**config.mk**
```make
export PLATFORM = sky130hd
export DESIGN_NAME = dimc_config_regs
export DESIGN_NICKNAME = d
export VERILOG_FILES = /design/src/logic/dimc_config_regs.v
export VERILOG_INCLUDE_DIRS = /design/src /design/src/logic
export SDC_FILE = /design/constraint.sdc
export NUM_CORES = 1
export LEC_CHECK = 0
export BUFFER_PORTS_ARGS = -buffer_cell sky130_fd_sc_hd__buf_2
export CORE_UTILIZATION = 30
export CTS_CLUSTER_DIAMETER = 120
export CTS_CLUSTER_SIZE = 28
export DETAILED_ROUTE_END_ITERATION = 6
export GPL_TIMING_DRIVEN = 0
export PLACE_DENSITY = 0.52
export SYNTH_ARGS = -nofsm -noshare
export SYNTH_HDL_FRONTEND = slang
export SYNTH_SLANG_ARGS = --single-unit
```
**constraint.sdc**
```tcl
create_clock -name mclk -period 9.4 [get_ports mclk]
set_input_delay 0.47 -clock mclk [delete_from_list [all_inputs] [get_ports mclk]]
set_output_delay 0.47 -clock mclk [all_outputs]
set_load 0.005 [all_outputs]
```
**src/logic/dimc_defs.vh**
```
// constants for the digital input configuration register bank
`ifndef DIMC_DEFS_VH
`define DIMC_DEFS_VH
// register offsets on the frame engine register port
`define DIMC_OFS_SLAVE_ADDRESS 16'h9C41
`define DIMC_OFS_SERIAL_SETUP  16'h9C42
`define DIMC_OFS_BUS_DELAYS    16'h9C43
`define DIMC_OFS_CODE_VERSION  16'h9C61
`define DIMC_OFS_COMMAND_WORD  16'h9D31
// factory values
`define DIMC_RST_SLAVE_ADDRESS 16'h0001
`define DIMC_RST_SERIAL_SETUP  16'h0035
`define DIMC_RST_BUS_DELAYS    16'h0003
// slave address limits
`define DIMC_ADDR_MIN 16'h0001
`define DIMC_ADDR_MAX 16'h00DF
// serial setup fields
`define DIMC_BAUD_LSB 0
`define DIMC_BAUD_MSB 4
`define DIMC_PAR_LSB  5
`define DIMC_PAR_MSB  6
// baud codes
`define DIMC_BAUD_9600   5'h05
`define DIMC_BAUD_19200  5'h06
`define DIMC_BAUD_38400  5'h07
`define DIMC_BAUD_57600  5'h08
`define DIMC_BAUD_115200 5'h09
// parity codes
`define DIMC_PAR_NONE2 2'h0
`define DIMC_PAR_ODD   2'h1
`define DIMC_PAR_EVEN  2'h2
`define DIMC_PAR_NONE1 2'h3
// delay fields and limits in ms
`define DIMC_RSP_LSB 0
`define DIMC_RSP_MSB 7
`define DIMC_EOQ_LSB 8
`define DIMC_EOQ_MSB 15
`define DIMC_RSP_MAX_MS 8'h3F
`define DIMC_EOQ_MAX_MS 8'h30
// command codes
`define DIMC_CMD_NO_ACTION 16'h0000
`define DIMC_CMD_RESET  16'h0001
`define DIMC_CMD_WREN   16'h0002
`define DIMC_CMD_SAMPLE 16'h0003
`define DIMC_CMD_INIT   16'h0005
// coil addresses
`define DIMC_COIL_LIVE_BASE 16'h0000
`define DIMC_COIL_SNAP_BASE 16'h0100
`define DIMC_NUM_INPUTS     15
// timing
`define DIMC_CLK_HZ    250000000
`define DIMC_MS_PER_S  1000
`define DIMC_MS_TIME   1
`endif

```
**src/logic/dimc_config_regs.v**
```verilog
// configuration, command and input snapshot logic of the digital input module
// Operation
// slave address 1..DF, protected, factory 0001
// decode baud and parity fields, factory 0035
// response delay ms, capped at 63
// wait response delay before replying
// extra end-of-query wait, capped at 48
// delay register protected, factory 0003
// read-only code version, writes ignored
// command 1 resets only when enabled
// command 3 snapshots all inputs together
// command 5 applies stored comm settings
// protected writes need command 2 first
// inputs readable as coils, codes 01/02
// enable cleared after protected write, reset
`timescale 1ns/1ps
`default_nettype none
`include "dimc_defs.vh"
module dimc_config_regs #(
  parameter [31:0] MS_CYCLES    = `DIMC_CLK_HZ / `DIMC_MS_PER_S * `DIMC_MS_TIME,
  parameter [15:0] CODE_VERSION = 16'h0100  // arbitrary value
) (
  // clock and reset
  input  wire        mclk,
  input  wire        rst,
  // register port from the frame engine
  input  wire        reg_wr,
  input  wire        reg_rd,
  input  wire [15:0] reg_addr,
  input  wire [15:0] reg_wdata,
  output reg  [15:0] reg_rdata,
  output reg         reg_rvalid,
  // coil port from the frame engine
  input  wire        coil_rd,
  input  wire [15:0] coil_addr,
  output reg         coil_data,
  output reg         coil_rvalid,
  // digital input pins
  input  wire [14:0] din_pin,
  // frame timing
  input  wire        char_gap_done,
  input  wire        rx_char,
  output reg         query_end,
  output reg         reply_go,
  // applied comm settings
  output reg  [7:0]  act_slave_addr,
  output reg  [15:0] act_baud_div,
  output reg         act_parity_en,
  output reg         act_parity_odd,
  output reg         act_two_stop,
  // soft reset of the rest of the module
  output reg         soft_reset
);

  // state codes of the delay sequencer
  localparam [1:0] ST_IDLE = 2'h0;
  localparam [1:0] ST_EOQ  = 2'h1;
  localparam [1:0] ST_RSP  = 2'h2;
  // baud divisors, kept full width and cut to 16 bits where used
  localparam [31:0] DIV_9600   = `DIMC_CLK_HZ / 9600;
  localparam [31:0] DIV_19200  = `DIMC_CLK_HZ / 19200;
  localparam [31:0] DIV_38400  = `DIMC_CLK_HZ / 38400;
  localparam [31:0] DIV_57600  = `DIMC_CLK_HZ / 57600;
  localparam [31:0] DIV_115200 = `DIMC_CLK_HZ / 115200;
  localparam [31:0] MS_LAST    = MS_CYCLES - 1;  // last divider count

  reg  [15:0] slave_addr_r;    // stored address
  reg  [15:0] serial_setup_r;  // stored serial setup
  reg  [15:0] bus_delays_r;    // stored delays
  reg         wren_r;          // write enable
  reg  [14:0] snap_r;          // synchronous snapshot
  reg  [14:0] s1_r;            // sync stage 1
  reg  [14:0] s2_r;            // sync stage 2
  reg  [14:0] s3_r;            // sync stage 3
  reg  [14:0] din_r;           // settled inputs
  reg  [7:0]  act_rsp_r;       // applied response delay
  reg  [7:0]  act_eoq_r;       // applied end-of-query delay
  reg  [1:0]  state_r;         // sequencer state
  reg  [17:0] tick_cnt_r;      // ms divider
  reg  [7:0]  ms_left_r;       // ms remaining
  reg         apply_r;         // apply settings next cycle
  wire        ms_tick;         // one-cycle ms pulse
  wire        prot_hit;        // write to a protected register
  wire        cmd_hit;         // write to the command word
  wire [7:0]  rsp_lim;         // capped response delay
  wire [7:0]  eoq_lim;         // capped end-of-query delay
  reg  [15:0] baud_div_nxt;    // decoded divisor

  assign prot_hit = reg_wr && (reg_addr == `DIMC_OFS_SLAVE_ADDRESS ||
                               reg_addr == `DIMC_OFS_SERIAL_SETUP ||
                               reg_addr == `DIMC_OFS_BUS_DELAYS);
  assign cmd_hit  = reg_wr && (reg_addr == `DIMC_OFS_COMMAND_WORD);
  // caps on the delay fields
  assign rsp_lim = (bus_delays_r[`DIMC_RSP_MSB:`DIMC_RSP_LSB] > `DIMC_RSP_MAX_MS) ?
                   `DIMC_RSP_MAX_MS : bus_delays_r[`DIMC_RSP_MSB:`DIMC_RSP_LSB];
  assign eoq_lim = (bus_delays_r[`DIMC_EOQ_MSB:`DIMC_EOQ_LSB] > `DIMC_EOQ_MAX_MS) ?
                   `DIMC_EOQ_MAX_MS : bus_delays_r[`DIMC_EOQ_MSB:`DIMC_EOQ_LSB];

  // three-stage input synchroniser per bit
  genvar gi;
  generate
    for (gi = 0; gi < `DIMC_NUM_INPUTS; gi = gi + 1)
    begin : g_sync
      always @(posedge mclk or posedge rst)
      begin
        if (rst)
        begin
          s1_r[gi]  <= 1'b0;
          s2_r[gi]  <= 1'b0;
          s3_r[gi]  <= 1'b0;
          din_r[gi] <= 1'b0;
        end
        else
        begin
          s1_r[gi] <= din_pin[gi];
          s2_r[gi] <= s1_r[gi];
          s3_r[gi] <= s2_r[gi];
          // change taken once stages two and three agree
          if (s2_r[gi] == s3_r[gi])
            din_r[gi] <= s3_r[gi];
        end
      end
    end
  endgenerate

  // stored registers, write enable and commands
  always @(posedge mclk or posedge rst)
  begin
    if (rst)
    begin
      slave_addr_r   <= `DIMC_RST_SLAVE_ADDRESS;
      serial_setup_r <= `DIMC_RST_SERIAL_SETUP;
      bus_delays_r   <= `DIMC_RST_BUS_DELAYS;
      wren_r         <= 1'b0;
      snap_r         <= 15'h0000;
      soft_reset     <= 1'b0;
      apply_r        <= 1'b0;
    end
    else
    begin
      soft_reset <= 1'b0;
      apply_r    <= 1'b0;
      if (soft_reset)
      begin
        // soft reset drops the enable and reapplies settings
        wren_r  <= 1'b0;
        apply_r <= 1'b1;
      end
      else if (prot_hit && wren_r)
      begin
        // one protected write per enable
        wren_r <= 1'b0;
        case (reg_addr)
          `DIMC_OFS_SLAVE_ADDRESS:
          begin
            // out-of-range addresses are dropped
            if (reg_wdata >= `DIMC_ADDR_MIN && reg_wdata <= `DIMC_ADDR_MAX)
              slave_addr_r <= reg_wdata;
          end
          `DIMC_OFS_SERIAL_SETUP:
            serial_setup_r <= reg_wdata;
          `DIMC_OFS_BUS_DELAYS:
            bus_delays_r <= reg_wdata;
          default:
            wren_r <= 1'b0;
        endcase
      end
      else if (cmd_hit)
      begin
        case (reg_wdata)
          `DIMC_CMD_WREN:
            wren_r <= 1'b1;
          `DIMC_CMD_RESET:
          begin
            // remote reset is itself protected
            if (wren_r)
              soft_reset <= 1'b1;
          end
          `DIMC_CMD_SAMPLE:
            snap_r <= din_r;
          `DIMC_CMD_INIT:
            apply_r <= 1'b1;
          default:
            wren_r <= wren_r;  // no_action_command and unknown codes
        endcase
      end
      // writes to the code version fall through untouched R07
    end
  end

  // baud code decode, unknown codes fall back to 9600
  always @*
  begin
    case (serial_setup_r[`DIMC_BAUD_MSB:`DIMC_BAUD_LSB])
      `DIMC_BAUD_19200:  baud_div_nxt = DIV_19200[15:0];
      `DIMC_BAUD_38400:  baud_div_nxt = DIV_38400[15:0];
      `DIMC_BAUD_57600:  baud_div_nxt = DIV_57600[15:0];
      `DIMC_BAUD_115200: baud_div_nxt = DIV_115200[15:0];
      default:           baud_div_nxt = DIV_9600[15:0];
    endcase
  end
  // applied settings, loaded at reset values and on apply
  always @(posedge mclk or posedge rst)
  begin
    if (rst)
    begin
      act_slave_addr <= 8'h01;
      act_baud_div   <= DIV_9600[15:0];
      act_parity_en  <= 1'b0;
      act_parity_odd <= 1'b0;
      act_two_stop   <= 1'b0;
      act_rsp_r      <= 8'h03;
      act_eoq_r      <= 8'h00;
    end
    else if (apply_r)
    begin
      act_slave_addr <= slave_addr_r[7:0];
      act_baud_div   <= baud_div_nxt;
      // odd and even codes are the two with unequal bits, so parity is on for the xor of the field
      act_parity_en  <= ^serial_setup_r[`DIMC_PAR_MSB:`DIMC_PAR_LSB];
      act_parity_odd <= (serial_setup_r[`DIMC_PAR_MSB:`DIMC_PAR_LSB] == `DIMC_PAR_ODD);
      act_two_stop   <= (serial_setup_r[`DIMC_PAR_MSB:`DIMC_PAR_LSB] == `DIMC_PAR_NONE2);
      act_rsp_r <= rsp_lim;
      act_eoq_r <= eoq_lim;
    end
  end
  // register read answer, one cycle after the strobe
  always @(posedge mclk or posedge rst)
  begin
    if (rst)
    begin
      reg_rdata  <= 16'h0000;
      reg_rvalid <= 1'b0;
    end
    else
    begin
      reg_rvalid <= reg_rd;
      if (reg_rd)
      begin
        case (reg_addr)
          `DIMC_OFS_SLAVE_ADDRESS: reg_rdata <= slave_addr_r;
          `DIMC_OFS_SERIAL_SETUP:  reg_rdata <= serial_setup_r;
          `DIMC_OFS_BUS_DELAYS:    reg_rdata <= bus_delays_r;
          `DIMC_OFS_CODE_VERSION:  reg_rdata <= CODE_VERSION;
          default:                 reg_rdata <= 16'h0000;  // command word, unmapped
        endcase
      end
    end
  end
  // coil read answer, live inputs and snapshot
  always @(posedge mclk or posedge rst)
  begin
    if (rst)
    begin
      coil_data   <= 1'b0;
      coil_rvalid <= 1'b0;
    end
    else
    begin
      coil_rvalid <= coil_rd;
      if (coil_rd)
      begin
        if (coil_addr[15:4] == `DIMC_COIL_LIVE_BASE >> 4 && coil_addr[3:0] != 4'hF)
          coil_data <= din_r[coil_addr[3:0]];
        else if (coil_addr[15:4] == `DIMC_COIL_SNAP_BASE >> 4 && coil_addr[3:0] != 4'hF)
          coil_data <= snap_r[coil_addr[3:0]];
        else
          coil_data <= 1'b0;
      end
    end
  end
  // millisecond divider, held at zero while the sequencer is idle
  assign ms_tick = (tick_cnt_r == MS_LAST[17:0]);
  always @(posedge mclk or posedge rst)
  begin
    if (rst)
      tick_cnt_r <= 18'h00000;
    else if (state_r == ST_IDLE || ms_tick)
      tick_cnt_r <= 18'h00000;
    else
      tick_cnt_r <= tick_cnt_r + 18'h00001;
  end
  // end-of-query and response delay sequencer
  always @(posedge mclk or posedge rst)
  begin
    if (rst)
    begin
      state_r   <= ST_IDLE;
      ms_left_r <= 8'h00;
      query_end <= 1'b0;
      reply_go  <= 1'b0;
    end
    else
    begin
      query_end <= 1'b0;
      reply_go  <= 1'b0;
      case (state_r)
        ST_IDLE:
        begin
          // idle gap seen, start the extra wait
          if (char_gap_done)
          begin
            state_r   <= ST_EOQ;
            ms_left_r <= act_eoq_r;
          end
        end
        ST_EOQ:
        begin
          if (rx_char)
            state_r <= ST_IDLE;  // message continues
          else if (ms_left_r == 8'h00)
          begin
            query_end <= 1'b1;
            state_r   <= ST_RSP;
            ms_left_r <= act_rsp_r;
          end
          else if (ms_tick)
            ms_left_r <= ms_left_r - 8'h01;
        end
        ST_RSP:
        begin
          // hold the reply until the response delay has run out
          if (ms_left_r == 8'h00)
          begin
            reply_go <= 1'b1;
            state_r  <= ST_IDLE;
          end
          else if (ms_tick)
            ms_left_r <= ms_left_r - 8'h01;
        end
        default:
          state_r <= ST_IDLE;
      endcase
    end
  end

endmodule
`default_nettype wire

```
==> results_dict.tcl <==
set metrics [dict create \
    vias_per_cell 4.742 \
    gp_congestion 0.7936 \
    nets 922 \
    diodes 0 \
    vias 5856 \
    ys_async_sr_fraction 1.000 \
    cts_tree "yes" \
    required_ns 9.75 \
    dpl.cell_count 1221 \
    syn_area_per_cell_um2 12.66 \
    power_frac_seq 0.551 \
    switching_share 0.2841 \
    hold_viol 0 \
    firstDrtPassIters 4 \
    core-area_um2 29640 \
    ff2ff_setup_slack_ns 6.61 \
    ys_seq_elements 213 \
    drc 0 \
    power.density_nw_per_um2 171.1 \
    rsz0062_at_grt "no" \
    overflow 0 \
    p_leak_nw 4.808 \
    rows 63 \
    routedWlPerCell_um 15.71 \
    drive_gt1_frac 0.3041 \
    final_max_slew_viol_count 0 \
    dp_hpwl_mm 13.57 \
    clock_tree.buffer_depth 3 \
    setup_viol 0 \
    ant_nets 0 \
    top_level_ports 119 \
    tns_ns 0 \
    clk_pin_slew_ns 0.10 \
    drt-initial-drc-count 289 \
    power_frac_comb 0.163 \
    initial_core_util 0.3055 \
    worstHoldPathType "in2async" \
    cts_hold_buf 0 \
    peakVddDrop_mv 0.08860 \
    grt_max_degree 117 \
    die_x_um 175.7 \
    synthDistinctLibCells 66 \
    arrival_ns 3.14 \
    synth_cells 715 \
    yosys_warnings 0 \
    worstSkewPairLatency_ns 0.47 \
    critPathLaunchType "flop" \
    die_area_um2 30880 \
    ys_seq_area_frac 0.5911 \
    min_period_ns 2.795 \
    tightest_slew_ns 0.9147 \
    synth_flop_cell "dfrtp_1" \
    grt_util_all_layers 0.1292 \
    status "finished, final reports clean" \
    postCtsSetupRepairBufs 0 \
    relSlewSlack 0.3855 \
    io_buffers 115 \
    finalCritPeriodShare 0.2973 \
    grt_pass1_wl_mm 32.44 \
    h-tree-depth 1 \
    layout_common_cells "196 x dfrtp_1, 118 x buf_2, 72 x mux2_2, 56 x nor2_1, 30 x inv_1" \
    finClkSkew_ns 0.01645 \
    die_h_um 175.7 \
    antenna_found_initial 0 \
    crit_type "reg2reg" \
    synth_area_um2 9054 \
    cts_root_buffer "clkbuf_16" \
    synth-edff-count 0 \
    drv_cap 0 \
    cts_sinks 213 \
    post_cts_resized 0 \
    switchingPower_w 0.0005082 \
    wl_mm 19.40 \
    stdcell_count 1235 \
    internal_power_w 0.001281 \
    grt_pass1_vias 5914 \
    synth_nets 793 \
    layout_commonest_cell "dfrtp_1" \
    cp-end-kind "flop" \
    clockPowerShare 0.286 \
    syn_to_final_growth_pct 15.44 \
    max_freq_mhz 357.8 \
    cts_buffers 11 \
    cp_max_fo 10 \
]
-- path summary, 6_finish.rpt --
check / end / cells after the start / startpoint
min in group mclk: s1_r[9] / 1 / din_pin[9]
setup / recovery: tick_cnt_r[9] / 6 / tick_cnt_r[5]
max in group asynchronous: bus_delays_r[12] / 3 / rst
hold / removal: reply_go / 2 / rst
setup reg to reg: tick_cnt_r[9] / 6 / tick_cnt_r[5]
hold reg to reg: s2_r[2] / 0 / s1_r[2]
-- synthesized netlist by cell type, drive strengths merged, types with 2 or more instances --
library cell / n / share of area
o2bb2ai: 15 / 0.015
nor3: 15 / 0.0083
a311oi: 2 / 0.0019
a21oi: 23 / 0.013
o211ai: 2 / 0.0017
nor4bb: 2 / 0.0022
and3: 3 / 0.0021
o32ai: 2 / 0.0019
xnor2: 13 / 0.013
nor4: 14 / 0.012
nor4b: 7 / 0.0068
mux2i: 18 / 0.020
nand2: 15 / 0.0062
o21a: 2 / 0.0017
o21ai: 29 / 0.016
inv: 31 / 0.013
dfrtp: 196 / 0.54
xor2: 3 / 0.0029
nand4b: 4 / 0.0039
nor2b: 10 / 0.0069
nand2b: 5 / 0.0035
or3: 3 / 0.0021
maj3: 15 / 0.017
nand3: 14 / 0.0091
and2: 10 / 0.0069
and4: 2 / 0.0019
clkbuf: 19 / 0.0079
or4: 7 / 0.0066
mux2: 82 / 0.11
ha: 8 / 0.011
buf: 14 / 0.0091
mux4: 6 / 0.015
dfstp: 17 / 0.049
a31oi: 8 / 0.0055
nand4: 10 / 0.0069
nor2: 56 / 0.023
or4b: 4 / 0.0044
or2: 5 / 0.0035
o31ai: 6 / 0.0050
-- area by class of cell --
| type | count | area (um^2) |
|---|---|---|
| clock inverters | 1 | 16.27 |
| inverters | 31 | 123.9 |
| well taps | 390 | 488.0 |
| flip-flops and latches | 213 | 5351 |
| repair buffers | 116 | 603.1 |
| clock buffers | 13 | 282.8 |
| fillers | 3012 | 19190 |
| multi-input cells | 438 | 3432 |
| plain buffers | 33 | 153.9 |
-- metal layers --
| layer | global-route usage | part of all wire | up-vias |
|---|---|---|---|
| met3 | 0.01883 | 0.035 | 13 |
| met2 | 0.2001 | 0.45 | 95 |
| met5 | 0 | 0 | - |
| met4 | 0.02717 | 0.012 | 0 |
| met1 | 0.1905 | 0.50 | 2932 |
| li1 | - | - | 2816 |
-- power groups by stage --
stage	registers, W	clock network, W	logic (W)
2_1_floorplan	0.000994	0	0.000209
3_3_place_gp	0.00100	0	0.000287
3_5_place_dp	0.00100	0	0.000291
4_1_cts	0.000985	0.000539	0.000293
5_1_grt	0.000992	0.000564	0.000331
6_report	0.000985	0.000512	0.000291
-- sequential cells by signal, indices dropped and copies added (netlist names), 11 cells and up --
register        count
reg_rdata          16
s3_r               15
din_r              15
act_baud_div       11
s2_r               15
slave_addr_r       16
s1_r               15
bus_delays_r       16
tick_cnt_r         18
snap_r             15
serial_setup_r     16
-- cell families after synthesis --
kind of cell	Yosys count	synth area share
adder cells (fa/ha/maj)	23	0.02764
buffers and inverters	64	0.02985
other	1	0.0004142
XOR/XNOR	16	0.01548
AO/OA/AOI/OAI	102	0.07422
flip-flops	213	0.5911
AND/OR/NAND/NOR	190	0.1204
multiplexers	106	0.1410
-- critical path, stage by stage, from the launching register on --
cell and delay [ns]:
dfrtp_1 0.47, or4_1 0.54, nor4_1 0.59, or2_2 0.22, clkbuf_1 0.34, clkbuf_1 0.41, nor2_1 0.10
-- metrics by stage --
stage | util | total power, W | worst slack [ns] | instance area [um^2] | hold WS (ns)
after floorplan | - | 0.001203 | 3.136 | 9054 | 0.3312
after global placement | 0.3414 | 0.001290 | 0.3580 | 10120 | 0.3330
after detailed placement | 0.3425 | 0.001294 | 6.512 | 10150 | 0.3347
after CTS | 0.3526 | 0.001817 | 6.550 | 10450 | 0.08447
after global routing | 0.3526 | 0.001887 | 6.294 | 10450 | 0.07920
final | 0.3526 | 0.001789 | 6.605 | 10450 | 0.09376
Note: power is estimated with default switching activity, not from simulation.
